===== src/logic/wcm_pkg.sv =====
// Package: register map, field layout and reset values of the wide counter measure unit
package wcm_pkg;
	// ----------------------------------------
	// Register indices and bus geometry
	// ----------------------------------------
	localparam int ADDR_W = 8;
	localparam logic [ADDR_W-1:0] IDX_CONTROL_ONE = 8'h14;
	localparam logic [ADDR_W-1:0] IDX_CONTROL_TWO = 8'h15;
	localparam logic [ADDR_W-1:0] IDX_STATUS = 8'h16;
	localparam logic [ADDR_W-1:0] IDX_COMPARE = 8'h17;
	localparam int IDX_SHIFT = 2;
	localparam logic [1:0] RESP_OKAY = 2'h0;
	localparam logic [1:0] RESP_SLVERR = 2'h2;

	// ----------------------------------------
	// Counter geometry
	// ----------------------------------------
	localparam int CNT_W = 18;
	localparam int SLOW_FC_LOW_BITS = 11;
	localparam logic [CNT_W-1:0] CNT_MAX = 18'h3ffff;
	localparam int DIVC_W = 23;
	localparam int DIVS_W = 15;

	// ----------------------------------------
	// Reset values
	// ----------------------------------------
	localparam logic [7:0] CONTROL_ONE_RESET = 8'h88;
	localparam logic [7:0] CONTROL_TWO_RESET = 8'h00;

	// ----------------------------------------
	// Field codes
	// ----------------------------------------
	localparam logic [1:0] RUN_START = 2'h2;
	localparam logic [1:0] MODE_TIMER_EVENT = 2'h0;
	localparam logic [1:0] MODE_PULSE_WIDTH = 2'h2;
	localparam logic [1:0] MODE_FREQUENCY = 2'h3;
	localparam logic [2:0] SRC_FC = 3'h0;
	localparam logic [2:0] SRC_FS = 3'h1;
	localparam logic [2:0] SRC_DIV_A = 3'h2;
	localparam logic [2:0] SRC_DIV_B = 3'h3;
	localparam logic [2:0] SRC_DIV_C = 3'h4;
	localparam logic [2:0] SRC_DIV_D = 3'h5;
	localparam logic [2:0] SRC_DIV_E = 3'h6;
	localparam logic [2:0] SRC_EXTERNAL = 3'h7;
	localparam logic [1:0] GATE_EXTERNAL = 2'h0;
	localparam logic [1:0] GATE_NEIGHBOUR = 2'h2;
	localparam logic [1:0] GATE_INTERNAL = 2'h3;
	localparam logic [1:0] GCLK_A = 2'h0;
	localparam logic [1:0] GCLK_B = 2'h1;
	localparam logic [1:0] GCLK_C = 2'h2;

	// ----------------------------------------
	// Divider taps: bit n-1 of a free counter is a square wave of period 2^n
	// ----------------------------------------
	localparam int TAP_FC_23 = 22;
	localparam int TAP_FC_13 = 12;
	localparam int TAP_FC_11 = 10;
	localparam int TAP_FC_7 = 6;
	localparam int TAP_FC_3 = 2;
	localparam int TAP_FS_15 = 14;
	localparam int TAP_FS_5 = 4;
	localparam int TAP_FS_3 = 2;
	localparam int TAP_FC_12 = 11;
	localparam int TAP_FC_14 = 13;
	localparam int TAP_FS_4 = 3;
	localparam int TAP_FS_6 = 5;
endpackage


===== src/logic/wcm_counter_unit.sv =====
// Module: 18-bit counter unit with compare, event and pulse-width modes, AXI4-Lite registers
//
// How it works
// Edge bit selects falling or both input edges
// Gate code 11 internal, 10 neighbour output; code 11 reads low, internal generator not built
// Gate irq edge bit: falling only or both
// Gate clock field picks a divider tap, low_div picks fc or fs
// Route bit clear drives neighbour output onto pin
// Software writes zero to control two bit0
// Software changes modes only while stopped
// Software keeps edge select falling for counting
// Status bit7 shows counting in gate high
// Status bit6 overflow, bits five..zero read zero
// Timer mode: match interrupts, clears, continues
// Internal clocks from fc/fs divider taps
// Slow fc source compares upper seven bits
// Timer mode provides slow-to-normal warm-up
// Event mode counts falling edges, match clears
// External input rate and width limited
// Pulse mode counts input AND internal clock
// Pulse mode interrupts on selected input edges
// Uncleared counter resumes from last value
// Wrap sets overflow until counter cleared
// Software reads count while stopped, clears
// Stopping with input high raises interrupt
// Gate code 00 selects external input
// Clear bit zero clears counter, returns one
// Compare read returns live counter value
// Low byte write holds compare until high
// External input synchronised before edge detection
`timescale 1ns/10ps
module wcm_counter_unit
	import wcm_pkg::*;
(
	input wire logic aclk,
	input wire logic aresetn,
	input wire logic ce,
	input wire logic [ADDR_W-1:0] s_axi_awaddr,
	input wire logic [2:0] s_axi_awprot,
	input wire logic s_axi_awvalid,
	output logic s_axi_awready,
	input wire logic [31:0] s_axi_wdata,
	input wire logic [3:0] s_axi_wstrb,
	input wire logic s_axi_wvalid,
	output logic s_axi_wready,
	output logic [1:0] s_axi_bresp,
	output logic s_axi_bvalid,
	input wire logic s_axi_bready,
	input wire logic [ADDR_W-1:0] s_axi_araddr,
	input wire logic [2:0] s_axi_arprot,
	input wire logic s_axi_arvalid,
	output logic s_axi_arready,
	output logic [31:0] s_axi_rdata,
	output logic [1:0] s_axi_rresp,
	output logic s_axi_rvalid,
	input wire logic s_axi_rready,
	input wire logic external_count_input,
	input wire logic fs_tick,
	input wire logic low_divider_flag,
	input wire logic slow_mode,
	input wire logic neighbour_timer_output,
	output logic shared_port_pin_out,
	output logic shared_port_pin_oe,
	output logic counter_interrupt,
	output logic gate_clock_tick
);
	// ----------------------------------------
	// State
	// ----------------------------------------
	logic [7:0] ctrl1_q, ctrl1_d;
	logic [7:0] ctrl2_q, ctrl2_d;
	logic [CNT_W-1:0] cmp_q, cmp_d;
	logic armed_q, armed_d;
	logic [CNT_W-1:0] cnt_q, cnt_d;
	logic ovf_q, ovf_d;
	logic [DIVC_W-1:0] divc_q, divc_d;
	logic [DIVS_W-1:0] divs_q, divs_d;
	logic sync1_q, sync2_q, sync3_q;
	logic ext_q, ext_d;
	logic src_lvl_q, src_lvl_d;
	logic and_q, and_d;
	logic pw_gate_q, pw_gate_d;
	logic gclk_lvl_q, gclk_lvl_d;
	logic irq_q, irq_d;
	logic gtick_q, gtick_d;
	logic pin_q, pin_d, pin_oe_q, pin_oe_d;
	logic awready_q, awready_d, bvalid_q, bvalid_d;
	logic [1:0] bresp_q, bresp_d;
	logic arready_q, arready_d, rvalid_q, rvalid_d;
	logic [1:0] rresp_q, rresp_d;
	logic [31:0] rdata_q, rdata_d;

	// Field views
	logic edge_both, gate_irq_both, route_off, running, low_div;
	logic [1:0] gate_src, gate_clk, mode;
	logic [2:0] src;
	logic [ADDR_W-1:0] widx, ridx;
	logic wr_take, rd_take;
	assign edge_both = ctrl2_q[7];
	assign gate_src = ctrl2_q[6:5];
	assign gate_irq_both = ctrl2_q[4];
	assign gate_clk = ctrl2_q[3:2];
	assign route_off = ctrl2_q[1];
	assign running = (ctrl1_q[6:5] == RUN_START);
	assign src = ctrl1_q[4:2];
	assign mode = ctrl1_q[1:0];
	assign low_div = low_divider_flag | slow_mode;
	assign widx = s_axi_awaddr >> IDX_SHIFT;
	assign ridx = s_axi_araddr >> IDX_SHIFT;
	assign wr_take = awready_q & s_axi_awvalid & s_axi_wvalid;
	assign rd_take = arready_q & s_axi_arvalid;

	function automatic logic mapped(input logic [ADDR_W-1:0] idx);
		mapped = (idx == IDX_CONTROL_ONE) || (idx == IDX_CONTROL_TWO) ||
			(idx == IDX_STATUS) || (idx == IDX_COMPARE);
	endfunction

	// ----------------------------------------
	// External input synchroniser
	// ----------------------------------------
	// A level is accepted only once the second and third stages agree
	always_ff @(posedge aclk) begin
		if (!aresetn) begin
			sync1_q <= 1'b0;
			sync2_q <= 1'b0;
			sync3_q <= 1'b0;
		end else if (ce) begin
			sync1_q <= external_count_input;
			sync2_q <= sync1_q;
			sync3_q <= sync2_q;
		end
	end

	// ----------------------------------------
	// Prescalers, edges and counter
	// ----------------------------------------
	logic src_always, src_step, ext_fall, ext_rise, gate_lvl, cnt_tick, match, gate_irq;
	logic pw_in, gtap;
	always_comb begin
		divc_d = divc_q + 1'b1;
		divs_d = fs_tick ? divs_q + 1'b1 : divs_q;
		ext_d = (sync2_q == sync3_q) ? sync3_q : ext_q;
		ext_fall = ext_q & ~ext_d;
		ext_rise = ~ext_q & ext_d;
		// Internal source level; fc and fs are steps rather than waves
		src_always = 1'b0;
		src_step = 1'b0;
		src_lvl_d = 1'b0;
		unique case (src)
			SRC_FC: begin
				src_always = 1'b1;
				src_step = 1'b1;
			end
			SRC_FS: begin
				src_always = 1'b1;
				src_step = fs_tick;
			end
			SRC_DIV_A: src_lvl_d = low_div ? divs_d[TAP_FS_15] : divc_d[TAP_FC_23];
			SRC_DIV_B: src_lvl_d = low_div ? divs_d[TAP_FS_5] : divc_d[TAP_FC_13];
			SRC_DIV_C: src_lvl_d = low_div ? divs_d[TAP_FS_3] : divc_d[TAP_FC_11];
			SRC_DIV_D: src_lvl_d = divc_d[TAP_FC_7];
			SRC_DIV_E: src_lvl_d = divc_d[TAP_FC_3];
			SRC_EXTERNAL: src_lvl_d = 1'b0;
		endcase
		if (!src_always) begin
			src_step = src_lvl_q & ~src_lvl_d;
		end
		// Gate clock tap for the window gate generator
		unique case (gate_clk)
			GCLK_A: gtap = low_div ? divs_d[TAP_FS_4] : divc_d[TAP_FC_12];
			GCLK_B: gtap = low_div ? divs_d[TAP_FS_5] : divc_d[TAP_FC_13];
			GCLK_C: gtap = low_div ? divs_d[TAP_FS_6] : divc_d[TAP_FC_14];
			default: gtap = 1'b0;
		endcase
		gclk_lvl_d = gtap;
		gtick_d = gclk_lvl_q & ~gtap;
		// Window gate source; the internal generator is not built and reads low
		unique case (gate_src)
			GATE_EXTERNAL: gate_lvl = ext_q;
			GATE_NEIGHBOUR: gate_lvl = neighbour_timer_output;
			GATE_INTERNAL: gate_lvl = 1'b0;
			default: gate_lvl = 1'b0;
		endcase
		// Pulse width: falling edge of input AND internal clock
		pw_in = running & ext_d;
		and_d = src_lvl_d & pw_in;
		pw_gate_d = pw_in;
		cnt_tick = 1'b0;
		gate_irq = 1'b0;
		if (running) begin
			unique case (mode)
				MODE_TIMER_EVENT: begin
					if (src == SRC_EXTERNAL) begin
						cnt_tick = edge_both ? (ext_fall | ext_rise) : ext_fall;
					end else begin
						cnt_tick = src_step;
					end
				end
				MODE_PULSE_WIDTH: begin
					cnt_tick = src_always ? (src_step & ext_d) : (and_q & ~and_d);
				end
				default: cnt_tick = 1'b0;
			endcase
		end
		// Stopping while the input is high drops the gate, so it interrupts too
		if (mode == MODE_PULSE_WIDTH) begin
			gate_irq = (pw_gate_q & ~pw_in) | (gate_irq_both & ~pw_gate_q & pw_in);
		end
		// Slow mode with fc ignores the low compare bits
		if (slow_mode && src == SRC_FC) begin
			match = cnt_q[CNT_W-1:SLOW_FC_LOW_BITS] == cmp_q[CNT_W-1:SLOW_FC_LOW_BITS];
		end else begin
			match = cnt_q == cmp_q;
		end
		match = match & armed_q & running & (mode == MODE_TIMER_EVENT);
		cnt_d = cnt_q;
		ovf_d = ovf_q;
		if (match) begin
			cnt_d = '0;
		end else if (cnt_tick) begin
			cnt_d = cnt_q + 1'b1;
			if (cnt_q == CNT_MAX) begin
				ovf_d = 1'b1;
			end
		end
		irq_d = match | gate_irq;
		pin_d = neighbour_timer_output;
		pin_oe_d = ~route_off;
		// Register writes
		ctrl1_d = ctrl1_q;
		ctrl2_d = ctrl2_q;
		cmp_d = cmp_q;
		armed_d = armed_q;
		ctrl1_d[7] = 1'b1;
		if (wr_take && s_axi_wstrb[0]) begin
			unique case (widx)
				IDX_CONTROL_ONE: begin
					ctrl1_d[6:0] = s_axi_wdata[6:0];
					if (!s_axi_wdata[7]) begin
						cnt_d = '0;
						ovf_d = 1'b0;
					end
				end
				IDX_CONTROL_TWO: ctrl2_d = {s_axi_wdata[7:1], 1'b0};
				default: ctrl2_d = ctrl2_q;
			endcase
		end
		if (wr_take && widx == IDX_COMPARE) begin
			if (s_axi_wstrb[0]) begin
				cmp_d[7:0] = s_axi_wdata[7:0];
				armed_d = 1'b0;
			end
			if (s_axi_wstrb[1]) begin
				cmp_d[15:8] = s_axi_wdata[15:8];
				armed_d = 1'b0;
			end
			if (s_axi_wstrb[2]) begin
				cmp_d[CNT_W-1:16] = s_axi_wdata[CNT_W-1:16];
				armed_d = 1'b1;
			end
		end
	end

	// ----------------------------------------
	// AXI4-Lite slave
	// ----------------------------------------
	// One write and one read in flight; address and data are taken together
	logic [7:0] status_v;
	always_comb begin
		status_v = 8'h00;
		if (mode == MODE_PULSE_WIDTH) begin
			status_v[7] = running & ext_q;
		end else if (mode == MODE_FREQUENCY) begin
			status_v[7] = running & gate_lvl;
		end else begin
			status_v[7] = running;
		end
		status_v[6] = ovf_q;
		awready_d = ~awready_q & ~bvalid_q & s_axi_awvalid & s_axi_wvalid;
		bvalid_d = bvalid_q;
		bresp_d = bresp_q;
		if (bvalid_q && s_axi_bready) begin
			bvalid_d = 1'b0;
		end
		if (wr_take) begin
			bvalid_d = 1'b1;
			bresp_d = mapped(widx) ? RESP_OKAY : RESP_SLVERR;
		end
		arready_d = ~arready_q & ~rvalid_q & s_axi_arvalid;
		rvalid_d = rvalid_q;
		rresp_d = rresp_q;
		rdata_d = rdata_q;
		if (rvalid_q && s_axi_rready) begin
			rvalid_d = 1'b0;
		end
		if (rd_take) begin
			rvalid_d = 1'b1;
			rresp_d = mapped(ridx) ? RESP_OKAY : RESP_SLVERR;
			unique case (ridx)
				IDX_CONTROL_ONE: rdata_d = {24'h000000, ctrl1_q};
				IDX_CONTROL_TWO: rdata_d = {24'h000000, ctrl2_q};
				IDX_STATUS: rdata_d = {24'h000000, status_v};
				IDX_COMPARE: rdata_d = {14'h0000, cnt_q};
				default: rdata_d = 32'h00000000;
			endcase
		end
	end

	// ----------------------------------------
	// Registers
	// ----------------------------------------
	always_ff @(posedge aclk) begin
		if (!aresetn) begin
			ctrl1_q <= CONTROL_ONE_RESET;
			ctrl2_q <= CONTROL_TWO_RESET;
			cmp_q <= '0;
			armed_q <= 1'b1;
			cnt_q <= '0;
			ovf_q <= 1'b0;
			divc_q <= '0;
			divs_q <= '0;
			ext_q <= 1'b0;
			src_lvl_q <= 1'b0;
			and_q <= 1'b0;
			pw_gate_q <= 1'b0;
			gclk_lvl_q <= 1'b0;
			irq_q <= 1'b0;
			gtick_q <= 1'b0;
			pin_q <= 1'b0;
			pin_oe_q <= 1'b0;
			awready_q <= 1'b0;
			bvalid_q <= 1'b0;
			bresp_q <= RESP_OKAY;
			arready_q <= 1'b0;
			rvalid_q <= 1'b0;
			rresp_q <= RESP_OKAY;
			rdata_q <= '0;
		end else if (ce) begin
			ctrl1_q <= ctrl1_d;
			ctrl2_q <= ctrl2_d;
			cmp_q <= cmp_d;
			armed_q <= armed_d;
			cnt_q <= cnt_d;
			ovf_q <= ovf_d;
			divc_q <= divc_d;
			divs_q <= divs_d;
			ext_q <= ext_d;
			src_lvl_q <= src_lvl_d;
			and_q <= and_d;
			pw_gate_q <= pw_gate_d;
			gclk_lvl_q <= gclk_lvl_d;
			irq_q <= irq_d;
			gtick_q <= gtick_d;
			pin_q <= pin_d;
			pin_oe_q <= pin_oe_d;
			awready_q <= awready_d;
			bvalid_q <= bvalid_d;
			bresp_q <= bresp_d;
			arready_q <= arready_d;
			rvalid_q <= rvalid_d;
			rresp_q <= rresp_d;
			rdata_q <= rdata_d;
		end
	end

	assign s_axi_awready = awready_q;
	assign s_axi_wready = awready_q;
	assign s_axi_bvalid = bvalid_q;
	assign s_axi_bresp = bresp_q;
	assign s_axi_arready = arready_q;
	assign s_axi_rvalid = rvalid_q;
	assign s_axi_rresp = rresp_q;
	assign s_axi_rdata = rdata_q;
	assign counter_interrupt = irq_q;
	assign gate_clock_tick = gtick_q;
	assign shared_port_pin_out = pin_q;
	assign shared_port_pin_oe = pin_oe_q;
endmodule // wcm_counter_unit


===== config.mk =====
export PLATFORM = sky130hd
export DESIGN_NAME = wcm_counter_unit
export DESIGN_NICKNAME = d
export VERILOG_FILES = /design/src/logic/wcm_pkg.sv /design/src/logic/wcm_counter_unit.sv
export SDC_FILE = /design/constraint.sdc
export NUM_CORES = 1
export LEC_CHECK = 0
export BUFFER_PORTS_ARGS = -buffer_cell sky130_fd_sc_hd__buf_4
export CORE_ASPECT_RATIO = 0.5
export CORE_MARGIN = 2
export CORE_UTILIZATION = 40
export CTS_CLUSTER_DIAMETER = 100
export DETAILED_ROUTE_END_ITERATION = 16
export GPL_TIMING_DRIVEN = 0
export HOLD_SLACK_MARGIN = 0.02
export SYNTH_ARGS = -nofsm -noshare
export SYNTH_HDL_FRONTEND = slang
export SYNTH_SLANG_ARGS = --single-unit

===== constraint.sdc =====
create_clock -name aclk -period 7.7 [get_ports aclk]
set_input_delay 1.155 -clock aclk [delete_from_list [all_inputs] [get_ports aclk]]
set_output_delay 1.155 -clock aclk [all_outputs]
set_load 0.05 [all_outputs]

Yosys cells after proc, flatten, opt, wreduce, memory -nomap -nowiden
Cells that the tools add are included.
{"block": "word_totals", "regBits": 142}
{"block": "op_classes", "eq_ne": 25, "add_sub_neg": 3, "bitwise": 40, "muxes": 43, "reduce_logical": 30}
{"cell": "two-way mux 18 bit", "count": 5}
{"cell": "case mux 18 bit (4 select lines)", "count": 1}
{"cell": "== test 6 x 5 -> 1 bit, second input constant", "count": 8}
{"cell": "two-way mux 1 bit", "count": 29}
{"cell": "AND 1 bit", "count": 24}
{"cell": "adder 23 x 1 -> 23 bit, second input constant", "count": 1}
{"cell": "adder 18 x 1 -> 18 bit, second input constant", "count": 1}
{"cell": "== test 18 bit", "count": 1}
{"cell": "== test 18 bit, second input constant", "count": 1}
{"cell": "AND reduction 3 bit", "count": 6}
{"cell": "adder 15 x 1 -> 15 bit, second input constant", "count": 1}
{"cell": "two-way mux 15 bit", "count": 1}
{"cell": "== test 3 bit, second input constant", "count": 4}
{"cell": "NOT 1 bit", "count": 12}
{"cell": "== test 2 bit, second input constant", "count": 5}
{"cell": "AND reduction 2 bit", "count": 5}
{"cell": "== test 7 bit", "count": 1}
{"cell": "== test 3 x 2 -> 1 bit, second input constant", "count": 2}
{"cell": "zero test 2 bit", "count": 3}
{"cell": "logical OR 1 bit", "count": 6}
{"cell": "case mux 1 bit (2 select lines)", "count": 3}
{"cell": "logical AND 1 bit", "count": 5}
{"cell": "case mux 1 bit (5 select lines)", "count": 1}
{"cell": "two-way mux 2 bit", "count": 2}
{"cell": "9 further kinds", "count": 13}

Longest topological paths before layout
{"block": "logic_depth", "depth_word": 16, "mapped_depth": 12, "depth_no_buf": 10}

Worst setup path after synthesis
No wires, ideal clock.
{"block": "synth_timing", "path_kind": "input -> register", "from": "in fs_tick", "to": "reg cnt_q[15]", "path_buffers": 2, "setup_time_ns": 0.072, "slack_ns": 4.658, "required_time_ns": 7.628, "stages": 9, "t_arrival_ns": 2.970, "cell_sequence": "clkbuf_1 -> nand4_1 -> nor4_1 -> xnor2_1 -> o21ai_0 -> or3_1 -> buf_6 -> a2111oi_4 -> mux2i_1"}
{"block": "synth_via", "elab_chain_cells": 15}
{"element": "start: declaration", "line": "wcm_counter_unit.sv:58", "text": "input wire logic fs_tick,"}
{"element": "two-way mux 15 bit", "line": "wcm_counter_unit.sv:141", "text": "divs_d = fs_tick ? divs_q + 1'b1 : divs_q;"}
{"element": "two-way mux 1 bit (on tied branches)", "line": "wcm_counter_unit.sv:160, wcm_counter_unit.sv:158, wcm_counter_unit.sv:159"}
{"element": "case mux 1 bit (5 select lines)", "line": "wcm_counter_unit.sv:149", "text": "unique case (src)"}
{"element": "NOT 1 bit", "line": "wcm_counter_unit.sv:166", "text": "src_step = src_lvl_q & ~src_lvl_d;"}
{"element": "AND 1 bit", "line": "wcm_counter_unit.sv:166"}
{"element": "two-way mux 1 bit", "line": "wcm_counter_unit.sv:165", "text": "if (!src_always) begin"}
{"element": "AND 1 bit", "line": "wcm_counter_unit.sv:200", "text": "cnt_tick = src_always ? (src_step & ext_d) : (and_q & ~and_d);"}
{"element": "two-way mux 1 bit", "line": "wcm_counter_unit.sv:200"}
{"element": "case mux 1 bit (2 select lines) *", "line": "wcm_counter_unit.sv:191", "text": "unique case (mode)"}
{"element": "two-way mux 1 bit *", "line": "wcm_counter_unit.sv:190", "text": "if (running) begin"}
{"element": "two-way mux 18 bit *", "line": "wcm_counter_unit.sv:220", "text": "end else if (cnt_tick) begin"}
{"element": "two-way mux 18 bit *", "line": "wcm_counter_unit.sv:218", "text": "if (match) begin"}
{"element": "two-way mux 18 bit", "line": "wcm_counter_unit.sv:239", "text": "if (!s_axi_wdata[7]) begin"}
{"element": "two-way mux 18 bit", "line": "wcm_counter_unit.sv:236", "text": "unique case (widx)"}
{"element": "two-way mux 18 bit *", "line": "wcm_counter_unit.sv:235", "text": "if (wr_take && s_axi_wstrb[0]) begin"}
{"element": "end signal: assignment", "line": "wcm_counter_unit.sv:343", "text": "cnt_q <= cnt_d;"}
{"element": "end: declaration", "line": "wcm_counter_unit.sv:74", "text": "logic [CNT_W-1:0] cnt_q, cnt_d;"}
Every way passes the cells marked *; elsewhere a longest branch is shown, timed or not.
A chain may end at the register's enable or synchronous reset.

Final worst setup path
{"block": "layout_timing", "from": "in s_axi_awaddr[5]", "to": "reg cnt_q[5]"}
{"block": "layout_via", "elab_chain_cells": 3}
{"element": "start: declaration", "line": "wcm_counter_unit.sv:38", "text": "input wire logic [ADDR_W-1:0] s_axi_awaddr,"}
{"element": "== test 6 x 5 -> 1 bit", "line": "wcm_counter_unit.sv:236"}
{"element": "two-way mux 18 bit", "line": "wcm_counter_unit.sv:236"}
{"element": "two-way mux 18 bit", "line": "wcm_counter_unit.sv:235"}
No other way between the ends.

==> summary.txt <==
Status
  – Result of the run: finished, final reports clean

CTS
  – Post-cts resize count: 0
  – Clk_lat worst skew: between 0.4 and 0.5 ns
  – Number of hold-repair buffers added at the cts stage: 0
  – CTS Buf Count: 17
  – Buffer count from post-CTS setup fixing: 0
  – Max clock buf depth: 2
  – Clock tree from TritonCTS: built
  – Root buf cell: clkbuf_16
  – Clock H-tree levels: 4
  – Clock transition at path regs: roughly 0.060 ns
  – Clock sink count: around 130

Timing
  – Highest clock frequency the design can meet: slightly above 0.3 GHz
  – Post-Route Hold Slack: 0.469 ns
  – RSZ-0062 raised after global routing: no
  – Setup violation total in the final timing report: 0
  – Final setup skew: around 0.014 ns
  – Number of endpoints with negative hold slack in the final report: 0
  – Minimum clock period after layout: between 3 and 4 ns
  – Max transition margin: a little under half
  – Final max-slew violation count: 0
  – Tightest Pin Transition: about 0.8 ns
  – Fin crit share: a little over two fifths
  – Total negative slack: 0 ns

Critical path
  – Path depth of the worst reg2reg path: 10
  – Critical Path Max Stage Delay: 0.63 ns
  – Standard cell with the maximum stage delay on the critical path: nor4bb_1
  – Cell-by-cell listing of the critical path: buf_4, nor4bb_1, nand2_1, nor3_1, nand2b_1, o22ai_1, clkbuf_1, clkbuf_1, nand2_1, mux2i_1
  – Worst-path maximum fanout: 10
  – Required time of the worst setup path: 7.99 ns
  – Critical path arrival: 3.52 ns
  – Setup Crit Path Kind: input port to flop
  – Critical path startpoint category: input port
  – Type of destination of the critical path: flop

Cells and area
  – Share of post-route cells with drive strength above 1: between 10% and 20%
  – Commonest cells after routing, fill and taps aside: 126 x dfxtp_1, 93 x nor2_1, 88 x buf_4
  – Most common cell after layout, fill and taps aside: dfxtp_1
  – Antenna Diode Count: 0
  – Fill count: 1,497
  – Area added between synthesis and finish: 23.9%
  – Total number of nets in the final design: between 900 and 1,000

Detailed routing
  – Overall routed net length: approximately 17 mm
  – # DRC: 0
  – Detailed router's first-iteration violation count: 395
  – Final routed wire length divided by cell count: 15.6 µm
  – Drt first pass iters: 5
  – Mean number of vias per cell: between 5 and 6
  – Remaining antenna violation count after routing: 0
  – Via Count: 5,701

Floorplanning
  – Placeable core region: 0.0155 mm²
  – IO Pins: 116
  – Die width: between 150 and 200 µm
  – Vert. Die Dim: roughly 93 µm
  – Rows: 32
  – DIE AREA: 0.0170 mm²
  – Starting utilization of the core area: between 40% and 50%

Yosys
  – Yosys synthesis warning count: 0
  – Main flop type after synthesis: dfxtp_1
  – Register bit total from synthesis: between 100 and 150
  – Post-Synthesis Cell Area: 0.00637 mm²
  – Ys async rst share: 0%
  – Post-synth EDFFs: 0
  – Number of standard cells after synthesis: ~770
  – Sequential area share after synthesis: between 30% and 40%
  – Average cell area after synthesis: between 8 and 9 µm²
  – Distinct cell type count of the synthesized netlist: 62

Global route
  – All-Layer GR Usage: around a fifth
  – Global-route wire length before repair: 27.8 mm
  – Largest net degree at the start of global routing: 17
  – Via count of the first global-routing pass: approximately 5,300
  – Global-route congestion overflow total: 0
  – Number of antenna violations at the first check in global routing: 0

Placed design
  – Port-buffer cells: 71
  – HPWL Detailed: around 13 mm
  – Routability congestion estimate: 0.841

Hold path
  – Worst hold path type: flop to flop
  – Number of instances on the worst hold path: 2

Power and ir drop
  – Power Density: ~210 mW/mm²
  – IR Drop Worst-Case VDD: roughly 0.13 mV
  – Leakage power total: slightly above 0.003 µW

Flow run
  – Total of max-cap violations: 0
-- per-stage QoR --
| step | total power, µW | area [µm²] | worst slack (ns) | util, % | instances |
|---|---|---|---|---|---|
| 2_1_floorplan | 741 | 6430 | 4.66 | - | 783 |
| 3_5_place_dp | 782 | 7210 | 4.05 | 46.6 | 1058 |
| 5_1_grt | 1740 | 7890 | 4.22 | 50.9 | 1090 |
| 6_report | 1690 | 7890 | 4.47 | 50.9 | 1090 |
| 3_3_place_gp | 781 | 7210 | 4.08 | 46.6 | 1058 |
| 4_1_cts | 1700 | 7890 | 4.46 | 50.9 | 1090 |
-- power by group --
part           total, µW  leakage (µW)  switching (µW)  internal, µW
combinational        107       0.00172            70.8          36.2
sequential           661       0.00102            3.76           657
clock                922      0.000328             304           618
total               1690       0.00306             379          1310
-- layer usage --
layer  up-vias  global-route usage [%]  share of wire (%)
met5         -                       0                  0
met4         0                    5.71               0.97
met3        19                    3.74                4.6
met2       127                    33.8                 46
met1      2673                    28.6                 49
li1       2882                       -                  -
-- kinds of logic after synthesis --
logic type,share of synthesized area [%]
and+or+nand+nor,25.3
AOI/OAI and AO/OA,14.0
DFF,39.6
buffers and inverters,5.70
xor gates and xnor gates,6.87
muxes,7.60
adders and majority gates,0.943
other,0.0589
-- final timing paths --
path,startpoint,end,slack [ns]
max,s_axi_awaddr[5],cnt_q[5]$_SDFFE_PN0P_,4.47
min,cmp_q[2]$_SDFFE_PN0P_,cmp_q[2]$_SDFFE_PN0P_,0.47
max reg2reg,cnt_q[1]$_SDFFE_PN0P_,cnt_q[5]$_SDFFE_PN0P_,4.54
min reg2reg,cmp_q[2]$_SDFFE_PN0P_,cmp_q[2]$_SDFFE_PN0P_,0.47
-- critical path: cells and delay by family --
| kind | cells | cell delay (ns) |
|---|---|---|
| mux | 1 | 0.07 |
| buf+inv | 3 | 0.75 |
| compound gates | 1 | 0.22 |
| simple gates | 5 | 1.33 |
-- state kept, by name, summed over array words and instances, names as in the netlist, 7 cells and up --
name	cells
s_axi_rdata	18
divc_q	23
cmp_q	18
cnt_q	18
divs_q	15
ctrl2_q	7
ctrl1_q	7
-- synth_stat cells, drive strengths merged, types with 2 or more instances --
master	instances	area, µm²
a2111oi	8	139
a211oi	5	37.5
a21boi	2	15.0
a21oi	54	270
a22o	2	17.5
a22oi	18	135
a31oi	2	12.5
and2	5	31.3
and3	6	37.5
and4	4	35.0
buf	24	171
clkbuf	38	143
dfxtp	126	2520
ha	4	50.1
inv	13	48.8
mux2i	45	450
nand2	85	319
nand2b	18	113
nand3	48	240
nand3b	2	15.0
nand4	26	169
nand4bb	2	22.5
nor2	93	349
nor2b	5	31.3
nor3	11	55.1
nor3b	2	15.0
nor4	8	50.1
o211ai	2	15.0
o21a	2	15.0
o21ai	22	110
o22ai	2	12.5
or2	3	18.8
or3	11	68.8
xnor2	17	149
xor2	33	289
-- layout make-up --
class                      instances  area [µm²]  area share, %
multi-input combinational        582        3540           44.9
sequential                       126        2520           32.0
clock buffer                      19         443           5.61
buffer                            62         314           3.98
timing repair buffer              71         533           6.75
inverter                          13        48.8          0.618
tap                              204         255           3.23
clock inverter                    13         236           3.00
Power figures use the tool's default switching activity.
